`config.mk`:
```
export PLATFORM = sky130hd
export DESIGN_NAME = adc_sequencing_control
export DESIGN_NICKNAME = d
export VERILOG_FILES = /design/src/verilog/adc_ctrl_pkg.sv /design/src/verilog/conv_clock_div.sv /design/src/verilog/conv_sequencer.sv /design/src/verilog/adc_sequencing_control.sv
export VERILOG_INCLUDE_DIRS = /design/src /design/src/verilog
export SDC_FILE = /design/constraint.sdc
export NUM_CORES = 1
export LEC_CHECK = 0
export ABC_AREA = 1
export BUFFER_PORTS_ARGS = -buffer_cell sky130_fd_sc_hd__buf_2
export CORE_AREA = 4 4 147 114
export DETAILED_ROUTE_END_ITERATION = 7
export DIE_AREA = 0 0 151 118
export SETUP_SLACK_MARGIN = 0.4
export SYNTH_ARGS = -nofsm -noshare
export SYNTH_HDL_FRONTEND = slang
export SYNTH_HIERARCHICAL = 1
export SYNTH_SLANG_ARGS = --single-unit
```
`constraint.sdc`:
```
create_clock -name aclk -period 2 [get_ports aclk]
set_input_delay 0.2 -clock aclk [delete_from_list [all_inputs] [get_ports aclk]]
set_output_delay 0.2 -clock aclk [all_outputs]
set_load 0.05 [all_outputs]
```
`src/verilog/adc_ctrl_regs.svh`:
```
/*
  Register offsets, field positions, reset values and timing counts of the
  converter sequencing control block.
  Assumes inclusion by bare name; holds definitions only.
*/
`ifndef ADC_CTRL_REGS_SVH
`define ADC_CTRL_REGS_SVH

`define OFF_CONTROL0 12'h000
`define OFF_CONTROL1 12'h004
`define OFF_RESULT 12'h008
`define OFF_PINSHARE 12'h00c
`define OFF_STATUS 12'h010

`define C0_START 7
`define C0_BUSY 6
`define C0_ENABLE 5
`define C0_FORMAT 4
`define C0_CHAN_LSB 0
`define C1_INSRC_LSB 5
`define C1_REFSEL_LSB 3
`define C1_DIV_LSB 0
`define PS_ANALOG_LSB 0
`define PS_REFPIN 4
`define ST_IRQ 0

`define CONTROL0_RESET 8'h00
`define CONTROL1_RESET 8'h00
`define PINSHARE_RESET 5'h00

`define SAMPLE_CYCLES 5'h04
`define TOTAL_CYCLES 5'h10
`define RESULT_BITS 12

`endif

```
`src/verilog/adc_ctrl_pkg.sv`:
```
/*
  Types shared by the converter control block and its submodules.
  Assumes nothing beyond a SystemVerilog tool.
*/
package adc_ctrl_pkg;
  typedef enum logic [1:0] {
    conv_idle,
    conv_sample,
    conv_convert
  } conv_state_t;

  typedef enum logic [2:0] {
    src_external,
    src_bandgap,
    src_amp0,
    src_amp1,
    src_line
  } analog_source_t;
endpackage

```
`src/verilog/conv_clock_div.sv`:
```
/*
  Conversion clock prescaler: one-cycle enable pulse at aclk divided by
  1 to 128. Assumes a single aclk domain with synchronous reset.
*/
module conv_clock_div (
  input wire logic aclk,
  input wire logic aresetn,
  input wire logic run,
  input wire logic [2:0] conv_clk_div_sel,
  output logic conv_tick
);
  logic [6:0] count;
  logic [6:0] limit;

  // Code n divides by 2 to the n
  assign limit = 7'(({7'h00, 1'b1} << conv_clk_div_sel) - 8'h01);
  assign conv_tick = run && (count >= limit);

  // Held in reset while stopped so every conversion starts on a fresh phase
  always_ff @(posedge aclk) begin
    if (!aresetn || !run || conv_tick) begin
      count <= 7'h00;
    end else begin
      count <= count + 7'h01;
    end
  end
endmodule

```
`src/verilog/conv_sequencer.sv`:
```
/*
  Conversion sequencer: counts sample and convert phases on conversion
  clock ticks and captures the result. Assumes tick is a one-cycle enable.
*/
`include "adc_ctrl_regs.svh"

module conv_sequencer (
  input wire logic aclk,
  input wire logic aresetn,
  input wire logic start,
  input wire logic enable,
  input wire logic conv_tick,
  input wire logic [11:0] analog_result,
  output logic busy,
  output logic done,
  output logic [11:0] result
);
  adc_ctrl_pkg::conv_state_t state;
  adc_ctrl_pkg::conv_state_t next_state;
  logic [4:0] cycles;
  logic last_tick;

  assign last_tick = conv_tick && (cycles == `TOTAL_CYCLES - 5'h01);
  assign busy = (state != adc_ctrl_pkg::conv_idle);

  always_comb begin
    next_state = state;
    case (state)
      adc_ctrl_pkg::conv_idle: begin
        if (start && enable) begin
          next_state = adc_ctrl_pkg::conv_sample;
        end
      end
      adc_ctrl_pkg::conv_sample: begin
        if (conv_tick && cycles == `SAMPLE_CYCLES - 5'h01) begin
          next_state = adc_ctrl_pkg::conv_convert;
        end
      end
      adc_ctrl_pkg::conv_convert: begin
        if (last_tick) begin
          next_state = adc_ctrl_pkg::conv_idle;
        end
      end
      default: next_state = adc_ctrl_pkg::conv_idle;
    endcase
    if (!enable) begin
      next_state = adc_ctrl_pkg::conv_idle;
    end
  end

  always_ff @(posedge aclk) begin
    if (!aresetn) begin
      state <= adc_ctrl_pkg::conv_idle;
      cycles <= 5'h00;
      done <= 1'b0;
      result <= 12'h000;
    end else begin
      state <= next_state;
      done <= enable && last_tick && state == adc_ctrl_pkg::conv_convert;
      if (state == adc_ctrl_pkg::conv_idle) begin
        cycles <= 5'h00;
      end else if (conv_tick) begin
        cycles <= cycles + 5'h01;
      end
      // Result only moves on a finished conversion, so power-down keeps it
      if (enable && last_tick && state == adc_ctrl_pkg::conv_convert) begin
        result <= analog_result;
      end
    end
  end
endmodule

```
`src/verilog/adc_sequencing_control.sv`:
```
/*
  Converter sequencing control: AXI4-Lite register file, start handshake,
  busy flag, completion request, power enable, reference and input
  selection, pin-function overrides.
  Assumes an AXI4-Lite master on aclk and an analog core that samples its
  input while sample_phase is high and presents a 12-bit code at the end.
*/
// The AXI4-Lite slave port and the address map were decided locally.
`include "adc_ctrl_regs.svh"

module adc_sequencing_control (
  input wire logic aclk,
  input wire logic aresetn,
  input wire logic [11:0] s_axi_awaddr,
  input wire logic s_axi_awvalid,
  output logic s_axi_awready,
  input wire logic [31:0] s_axi_wdata,
  input wire logic [3:0] s_axi_wstrb,
  input wire logic s_axi_wvalid,
  output logic s_axi_wready,
  output logic [1:0] s_axi_bresp,
  output logic s_axi_bvalid,
  input wire logic s_axi_bready,
  input wire logic [11:0] s_axi_araddr,
  input wire logic s_axi_arvalid,
  output logic s_axi_arready,
  output logic [31:0] s_axi_rdata,
  output logic [1:0] s_axi_rresp,
  output logic s_axi_rvalid,
  input wire logic s_axi_rready,
  input wire logic [11:0] analog_result,
  input wire logic [3:0] port_dir_in,
  input wire logic [3:0] port_pullup_en,
  output logic conv_power_enable,
  output logic sample_phase,
  output logic conv_clock_tick,
  output logic reference_from_supply,
  output logic [2:0] analog_source,
  output logic [3:0] analog_pin_inputs,
  output logic [3:0] pin_digital_enable,
  output logic [3:0] pin_dir_in,
  output logic [3:0] pin_pullup_en,
  output logic ref_pin_share_bits,
  output logic conv_done_irq
);
  logic [7:0] conv_control_reg0;
  logic [7:0] conv_control_reg1;
  logic [4:0] pin_share;
  logic irq_flag;
  logic start_armed;
  logic start_pulse;
  logic conv_busy_flag;
  logic conv_done;
  logic conv_tick;
  logic [11:0] result;
  logic [3:0] external_channel_sel;
  logic [2:0] input_source_sel;
  logic [1:0] reference_source_sel;
  logic [2:0] conv_clk_div_sel;
  logic [3:0] analog_pins;
  logic aw_held;
  logic w_held;
  logic [11:0] aw_addr;
  logic [31:0] w_data;
  logic [3:0] w_strb;
  logic wr_fire;
  logic wr_byte0;
  logic wr_c0;
  logic wr_c1;
  logic wr_ps;
  logic wr_st;
  logic wr_ok;
  logic rd_c0;
  logic rd_c1;
  logic rd_res;
  logic rd_ps;
  logic rd_st;
  logic rd_ok;
  logic [31:0] rd_word;
  logic [15:0] result_fmt;
  logic [7:0] c0_view;
  logic [11:0] ar_word;

  assign external_channel_sel = conv_control_reg0[`C0_CHAN_LSB +: 4];
  assign input_source_sel = conv_control_reg1[`C1_INSRC_LSB +: 3];
  assign reference_source_sel = conv_control_reg1[`C1_REFSEL_LSB +: 2];
  assign conv_clk_div_sel = conv_control_reg1[`C1_DIV_LSB +: 3];
  assign analog_pins = pin_share[`PS_ANALOG_LSB +: 4];

  // Write channel: address and data taken independently, in either order
  assign s_axi_awready = !aw_held && !s_axi_bvalid;
  assign s_axi_wready = !w_held && !s_axi_bvalid;
  assign wr_fire = aw_held && w_held && !s_axi_bvalid;
  assign wr_byte0 = wr_fire && w_strb[0];
  assign wr_c0 = (aw_addr == `OFF_CONTROL0);
  assign wr_c1 = (aw_addr == `OFF_CONTROL1);
  assign wr_ps = (aw_addr == `OFF_PINSHARE);
  assign wr_st = (aw_addr == `OFF_STATUS);
  assign wr_ok = wr_c0 || wr_c1 || wr_ps || wr_st || (aw_addr == `OFF_RESULT);

  always_ff @(posedge aclk) begin
    if (!aresetn) begin
      aw_held <= 1'b0;
      w_held <= 1'b0;
      aw_addr <= 12'h000;
      w_data <= 32'h0000_0000;
      w_strb <= 4'h0;
    end else begin
      if (s_axi_awvalid && s_axi_awready) begin
        aw_held <= 1'b1;
        aw_addr <= {s_axi_awaddr[11:2], 2'b00};
      end else if (wr_fire) begin
        aw_held <= 1'b0;
      end
      if (s_axi_wvalid && s_axi_wready) begin
        w_held <= 1'b1;
        w_data <= s_axi_wdata;
        w_strb <= s_axi_wstrb;
      end else if (wr_fire) begin
        w_held <= 1'b0;
      end
    end
  end

  always_ff @(posedge aclk) begin
    if (!aresetn) begin
      s_axi_bvalid <= 1'b0;
      s_axi_bresp <= 2'b00;
    end else if (wr_fire) begin
      s_axi_bvalid <= 1'b1;
      s_axi_bresp <= wr_ok ? 2'b00 : 2'b10;
    end else if (s_axi_bready) begin
      s_axi_bvalid <= 1'b0;
    end
  end

  // Busy bit is read-only; software writes to it are dropped
  always_ff @(posedge aclk) begin
    if (!aresetn) begin
      conv_control_reg0 <= `CONTROL0_RESET;
      conv_control_reg1 <= `CONTROL1_RESET;
      pin_share <= `PINSHARE_RESET;
    end else if (wr_byte0) begin
      if (wr_c0) begin
        conv_control_reg0 <= {w_data[7], 1'b0, w_data[5:0]};
      end
      if (wr_c1) begin
        conv_control_reg1 <= w_data[7:0];
      end
      if (wr_ps) begin
        pin_share <= w_data[4:0];
      end
    end
  end

  // Only a high-then-low sequence counts; a level left high does nothing
  assign start_pulse = start_armed && !conv_control_reg0[`C0_START];
  always_ff @(posedge aclk) begin
    if (!aresetn) begin
      start_armed <= 1'b0;
    end else if (conv_control_reg0[`C0_START]) begin
      start_armed <= 1'b1;
    end else begin
      start_armed <= 1'b0;
    end
  end

  // Set wins over a write-one-to-clear in the same cycle
  always_ff @(posedge aclk) begin
    if (!aresetn) begin
      irq_flag <= 1'b0;
    end else if (conv_done) begin
      irq_flag <= 1'b1;
    end else if (wr_byte0 && wr_st && w_data[`ST_IRQ]) begin
      irq_flag <= 1'b0;
    end
  end
  assign conv_done_irq = irq_flag;

  conv_clock_div u_div (
    .aclk(aclk),
    .aresetn(aresetn),
    .run(conv_busy_flag && conv_control_reg0[`C0_ENABLE]),
    .conv_clk_div_sel(conv_clk_div_sel),
    .conv_tick(conv_tick)
  );

  conv_sequencer u_seq (
    .aclk(aclk),
    .aresetn(aresetn),
    .start(start_pulse && !conv_busy_flag),
    .enable(conv_control_reg0[`C0_ENABLE]),
    .conv_tick(conv_tick),
    .analog_result(analog_result),
    .busy(conv_busy_flag),
    .done(conv_done),
    .result(result)
  );

  // Sample strobe lasts one aclk cycle, the cycle after an accepted start
  always_ff @(posedge aclk) begin
    if (!aresetn) begin
      sample_phase <= 1'b0;
    end else begin
      sample_phase <= start_pulse && !conv_busy_flag && conv_control_reg0[`C0_ENABLE];
      if (sample_phase || conv_busy_flag) begin
        sample_phase <= 1'b0;
      end
    end
  end
  assign conv_clock_tick = conv_tick;

  assign conv_power_enable = conv_control_reg0[`C0_ENABLE];
  assign reference_from_supply = (reference_source_sel == 2'b01);
  assign ref_pin_share_bits = pin_share[`PS_REFPIN];

  always_comb begin
    case (input_source_sel)
      3'h1: analog_source = 3'(adc_ctrl_pkg::src_bandgap);
      3'h2: analog_source = 3'(adc_ctrl_pkg::src_amp0);
      3'h3: analog_source = 3'(adc_ctrl_pkg::src_amp1);
      3'h4: analog_source = 3'(adc_ctrl_pkg::src_line);
      default: analog_source = 3'(adc_ctrl_pkg::src_external);
    endcase
  end

  genvar i;
  generate
    for (i = 0; i < 4; i++) begin : g_pin
      // Switch closes only for an assigned analog pin; codes 4..15 float
      assign analog_pin_inputs[i] = analog_pins[i] &&
        (external_channel_sel == 4'(i));
      assign pin_digital_enable[i] = !analog_pins[i];
      assign pin_pullup_en[i] = port_pullup_en[i] && !analog_pins[i];
      assign pin_dir_in[i] = port_dir_in[i] || analog_pins[i];
    end
  endgenerate

  // Read path
  assign result_fmt = conv_control_reg0[`C0_FORMAT] ? {4'h0, result} : {result, 4'h0};
  assign c0_view = {conv_control_reg0[7], conv_busy_flag, conv_control_reg0[5:0]};
  assign ar_word = {s_axi_araddr[11:2], 2'b00};
  assign rd_c0 = (ar_word == `OFF_CONTROL0);
  assign rd_c1 = (ar_word == `OFF_CONTROL1);
  assign rd_res = (ar_word == `OFF_RESULT);
  assign rd_ps = (ar_word == `OFF_PINSHARE);
  assign rd_st = (ar_word == `OFF_STATUS);
  assign rd_ok = rd_c0 || rd_c1 || rd_res || rd_ps || rd_st;
  assign rd_word = rd_c0 ? {24'h000000, c0_view} :
    rd_c1 ? {24'h000000, conv_control_reg1} :
    rd_res ? {16'h0000, result_fmt} :
    rd_ps ? {27'h0000000, pin_share} :
    rd_st ? {31'h00000000, irq_flag} : 32'h0000_0000;
  assign s_axi_arready = !s_axi_rvalid;

  always_ff @(posedge aclk) begin
    if (!aresetn) begin
      s_axi_rvalid <= 1'b0;
      s_axi_rdata <= 32'h0000_0000;
      s_axi_rresp <= 2'b00;
    end else if (s_axi_arvalid && s_axi_arready) begin
      s_axi_rvalid <= 1'b1;
      s_axi_rdata <= rd_word;
      s_axi_rresp <= rd_ok ? 2'b00 : 2'b10;
    end else if (s_axi_rready) begin
      s_axi_rvalid <= 1'b0;
    end
  end
endmodule

```
# Word-level counts from Yosys, hierarchy flattened
# Cells that the tools add are included.
[word_totals]
word_cells = 144
output_inout_bits = 66
ff_bits = 109
[op_classes]
n_addsub = 3
magnitude_cmp = 1
bitwise = 1
shifts = 1
muxes = 23
n_reduce_logical = 71
eq_ne = 23
[ops]
columns = ["cell", "count"]
rows = [
  ["16-bit two-way mux", 4],
  ["10-bit by 2-bit equality test with 1-bit output (second input constant)", 4],
  ["1-bit logical AND", 27],
  ["12-bit logical NOT", 2],
  ["10-bit by 1-bit equality test with 1-bit output (second input constant)", 2],
  ["10-bit by 3-bit equality test with 1-bit output (second input constant)", 2],
  ["1-bit logical OR", 15],
  ["1-bit logical NOT", 12],
  ["3-bit case mux with 4 select lines", 1],
  ["2-bit nonzero test", 6],
  ["1-bit two-way mux", 11],
  ["2-bit two-way mux", 5],
  ["4-bit by 2-bit equality test with 1-bit output (second input constant)", 2],
  ["2-bit AND reduction", 4],
  ["7-bit by 1-bit adder with 7-bit output (second input constant)", 1],
  ["7-bit >= comparator", 1],
  ["1-bit by 3-bit left shift with 7-bit output (first input constant)", 1],
  ["7-bit by 1-bit subtractor with 7-bit output (second input constant)", 1],
  ["3-bit by 2-bit equality test with 1-bit output (second input constant)", 2],
  ["2-bit case mux with 3 select lines", 1],
  ["5-bit by 1-bit adder with 5-bit output (second input constant)", 1],
  ["5-bit by 2-bit equality test with 1-bit output (second input constant)", 1],
  ["5-bit by 4-bit equality test with 1-bit output (second input constant)", 1],
  ["5-bit two-way mux", 1],
  ["other kinds (12)", 15],
]

# Logic depth before layout (Yosys ltp)
[logic_depth]
word_depth = 7
ltp_mapped = 13

# Hierarchy
# The synthesis kept the hierarchy.
[by_module_without_submodules]
columns = ["mod", "n_inst", "seq_area_each_um2", "cells_each", "area_each_um2"]
rows = [
  ["adc_sequencing_control", 1, 1281.2, 439, 3160.5],
  ["conv_sequencer", 1, 400.4, 105, 843.3],
  ["conv_clock_div", 1, 140.1, 69, 526.8],
]

# Worst setup path after synthesis
# Ideal clock, no wire load.
[synth_path]
kind = "reg2reg"
from = "register conv_control_reg1[2]"
to = "register u_seq.result[0]"
slack_ps = -841
setup_time_ps = 113
path_stages_with_launch = 12
period_less_slack_ps = 2841
arrival_time_ps = 2728
cell_sequence = "dfxtp_1 > nand3_1 > ha_1 > nand2_1 > inv_2 > nand3_1 > a31oi_1 > buf_4 > nand4_4 > buf_6 > o21ai_1 > nor2_1"
[synth_via]
elab_chain_len = 7
[synth_lines]
columns = ["element", "line", "source"]
rows = [
  ["from (decl)", "adc_sequencing_control.sv:47", "logic [7:0] conv_control_reg1;"],
  ["from (signal assigned)", "adc_sequencing_control.sv:141", "conv_control_reg1 <= `CONTROL1_RESET;"],
  ["from (signal assigned)", "adc_sequencing_control.sv:148", "conv_control_reg1 <= w_data[7:0];"],
  ["1-bit by 3-bit left shift with 7-bit output", "conv_clock_div.sv:16", "assign limit = 7'(({7'h00, 1'b1} << conv_clk_div_sel) - 8'h01);"],
  ["7-bit by 1-bit subtractor with 7-bit output", "conv_clock_div.sv:16", ""],
  ["7-bit >= comparator", "conv_clock_div.sv:17", "assign conv_tick = run && (count >= limit);"],
  ["1-bit logical AND", "conv_clock_div.sv:17", ""],
  ["named net conv_clock_tick", "adc_sequencing_control.sv:36", "output logic conv_clock_tick,"],
  ["1-bit logical AND", "conv_sequencer.sv:23", "assign last_tick = conv_tick && (cycles == `TOTAL_CYCLES - 5'h01);"],
  ["1-bit logical AND (2 in a row)", "conv_sequencer.sv:66", "if (enable && last_tick && state == adc_ctrl_pkg::conv_convert) begin"],
  ["to (signal assigned)", "conv_sequencer.sv:67", "result <= analog_result;"],
  ["to (decl)", "conv_sequencer.sv:16", "output logic [11:0] result"],
]
# The timed path passes the listed nets, and every way through them passes these cells.
# A chain may end at the register's enable or synchronous reset.

# Final worst setup path
[layout_path]
from = "register conv_control_reg1[1]"
to = "output port conv_clock_tick"
[layout_via]
elab_chain_len = 4
[layout_lines]
columns = ["element", "line"]
rows = [
  ["1-bit by 3-bit left shift with 7-bit output", "conv_clock_div.sv:16"],
  ["7-bit by 1-bit subtractor with 7-bit output", "conv_clock_div.sv:16"],
  ["7-bit >= comparator", "conv_clock_div.sv:17"],
  ["1-bit logical AND", "conv_clock_div.sv:17"],
  ["to (decl)", "adc_sequencing_control.sv:36"],
]
# No other way between the ends.

==> results.yml <==
timing:
  final.setup.worst_slack_ns: -0.0837
  clock_skew_ns: 0.00829
  drv_slew: 0
  hold_slack_ns: 0.104
  hold_viol: 0
  min_period_ns: 2.08
  setup_violations: 3
  fmax_mhz: 480
  post-route-period-util: 1.04
  rsz0062_at_grt: "true"
logic_synthesis:
  ys.flop_type: "dfxtp_1"
  yosys_warnings: 6
  syn_avg_cell_area_um2: 7.39
  yosys.area_share.xor_xnor: 0.00967
  synth_top_family_by_area: "simple AND/OR/NAND/NOR gates"
  syn_area_um2: 4530
  synth-seq-cells: 91
  synth_compound_area_frac: 0.159
  synth_edf_count: 0
  synth_adder_area_share: 0.0276
  syn_inst: 613
  synth.area.mux_share: 0.00469
  synth.distinct_cells: 47
  ys_async_sr_fraction: 0
  seq_area_frac_synth: 0.402
  yosys.area_share.simple: 0.282
placement:
  place_area_um2: 5350
  io_buffers: 103
  routabilityCongestion: 0.794
  dp_hpwl_um: 9070
floorplanning:
  core_area_um2: 15100
  die_area_um2: 17800
  rows: 39
  io-pin-count: 153
  start_util: 0.300
  die_width_um: 151
  die_y_um: 118
worst_setup_path:
  critical_path_depth: 8
  crit_family: "flip-flops"
  cp.arrival_ns: 1.88
  cp_max_fo: 6
  r2r_slack_ns: -0.02
  r2r_cells: 11
  r2r-start: "conv_control_reg1[1]"
  cp-start-kind: "flop"
  cpPeakStageDelay_ns: 0.39
  worstPathRequired_ns: 1.80
  path_cells: "a21oi_1 > ha_1 > nand3b_1 > nand2_1 > nand2_2 > a31oi_4 > buf_6 > buf_8"
  critPathBufInv: 2
  end_kind: "output port"
  crit_start: "conv_control_reg1[1]"
  cp_slowest_cell: "dfxtp_4"
  endpoint: "conv_clock_tick"
  rr_endpoint: "u_seq/cycles[1]"
  critPathKind: "reg -> out"
route:
  wl_met1_um: 6100
  met3_length_um: 606
  antenna_left: 0
  wl_per_cell_um: 12.6
  wl_met2_um: 5150
  firstDrtPassIters: 4
  top_layer: "met4"
  drtIter0Drc: 183
  via_count: 4149
  totalWireLength_um: 11900
  viasPerCell: 4.39
  drc: 0
clock_tree:
  htreeDepth: 3
  cts-root-buf: "clkbuf_16"
  clkSlewWorstSetupHoldPaths_ns: 0.07
  tritoncts: "built"
  cts.sinks: 91
  insertion_delay_ns: 0.34
  cts_hold_buffers: 0
  cts_buffer_depth: 2
  cts_buffers: 9
power_and_ir_drop:
  p_leak_uw: 0.00266
  powerDensity_nw_per_um2: 676
  ir_drop_mv: 0.366
status:
  status: "finished with violations"
  violations: "negative setup slack"
grt:
  grt_pass1_wl_um: 19200
  overflow: 0
  track_usage: 0.133
  grt_max_degree: 28
  grt_pass1_vias: 3783
  antenna_found_initial: 0
worst_hold_path:
  min_from: "analog_result[11]"
  hold_depth: 3
  hp-class: "in -> reg"
cells_and_area:
  nets: 832
  final_area_um2: 5870
  drive_above_1_share: 0.318
  area_growth_pct: 29.6
  diodes: 0
  fin_util: 0.388
run:
  max_cap_violations: 0
worst register-to-register path: stages (launching register included):
cell      delay (ns)
dfxtp_4         0.39
a21oi_1         0.07
ha_1            0.35
nand3b_1        0.10
nand2_1         0.09
nand2_2         0.08
a31oi_4         0.20
buf_6           0.13
buf_4           0.11
mux2_2          0.32
nand2_1         0.05
inv_1           0.03
worst min path at each step:
stage                        to
6_report       u_seq/result[11]
3_5_place_dp       sample_phase
2_1_floorplan        u_seq/done
3_3_place_gp       sample_phase
4_1_cts         u_seq/result[9]
5_1_grt        u_seq/result[11]
logic make-up (layout without fill, tap and decap cells):
family	after synthesis	after routing
and+or+nand+nor	265	266
AOI/OAI and AO/OA	132	132
buffers and inverters	107	216
DFF	91	91
adders and majority gates	10	10
xor gates and xnor gates	5	5
muxes	2	2
other	1	18
per-stage QoR:
stage | cells | TNS [ns] | total power, uW | worst slack (ns)
after CTS | 942 | -0.261 | 4010 | -0.125
after detailed placement | 917 | -0.0418 | 2440 | -0.0418
after global placement | 917 | 0 | 2440 | 0.0107
after global routing | 945 | -2.18 | 4150 | -0.210
after floorplan | 630 | -2.03 | 2320 | -0.164
final | 945 | -0.111 | 3970 | -0.0837
flip-flops by register name, indices dropped and copies added (netlist names):
name / cells
conv_control_reg0: 7
s_axi_rvalid: 1
conv_control_reg1: 8
w_strb: 1
u_seq/result: 12
conv_done_irq: 1
w_data: 8
s_axi_rdata: 16
aw_addr: 10
pin_share: 5
u_div/count: 7
u_seq/done: 1
s_axi_bvalid: 1
u_seq/cycles: 5
aw_held: 1
s_axi_bresp: 1
sample_phase: 1
w_held: 1
u_seq/state: 2
start_armed: 1
s_axi_rresp: 1
cells in the final DEF (no fill, tap or decap), types with 8 or more instances in the layout:
| cell type | count |
|---|---|
| buf_2 | 98 |
| ha_1 | 10 |
| buf_4 | 24 |
| conb_1 | 18 |
| inv_1 | 59 |
| a21oi_1 | 48 |
| nand3_1 | 19 |
| nor2_2 | 11 |
| nand2_2 | 8 |
| nor2_4 | 8 |
| or2_2 | 8 |
| dfxtp_1 | 83 |
| clkbuf_16 | 9 |
| nor2_1 | 93 |
| o21ai_1 | 25 |
| o21ai_0 | 36 |
| nand2_1 | 89 |
metal layers:
layer / global-route usage / vias to the layer above
li1: - / 2204
met1: 0.196 / 1851
met5: 0 / -
met4: 0.0272 / 0
met3: 0.0281 / 7
met2: 0.200 / 87
what timing repair did:
action	4_1_cts	5_1_grt
buffers inserted	8	2
pin swaps	6	9
setup endpoints to repair	32	40
cloned	1	1
gates resized for setup	28	22
area by class of cell:
cell class / count / area, um^2
fillers: 1631 / 9260
clock buffers: 10 / 229
clock inverters: 6 / 40.0
repair inverters: 1 / 8.76
inverters: 71 / 279
multi-input cells: 433 / 2470
flip-flops and latches: 91 / 1840
well taps: 205 / 256
repair buffers: 128 / 747
power breakdown:
group,switching [uW],internal [uW],total [uW]
Clock,711,845,1560
Combinational,372,133,506
Sequential,47.7,1860,1910
synthesized netlist by cell type, drive strengths merged (3+ instances only):
master,n,area [um^2]
a21oi,56,307
nand4,7,80.1
xor2,3,26.3
nor2,114,503
o2111ai,4,35.0
buf,28,220
clkbuf,8,30.0
o21ai,66,330
ha,10,125
dfxtp,91,1820
inv,69,262
nand3,23,125
nand2,101,417
or2,8,50.1
nor3,5,36.3
nor4,6,58.8
No activity file was read; power rests on OpenSTA's default activity.
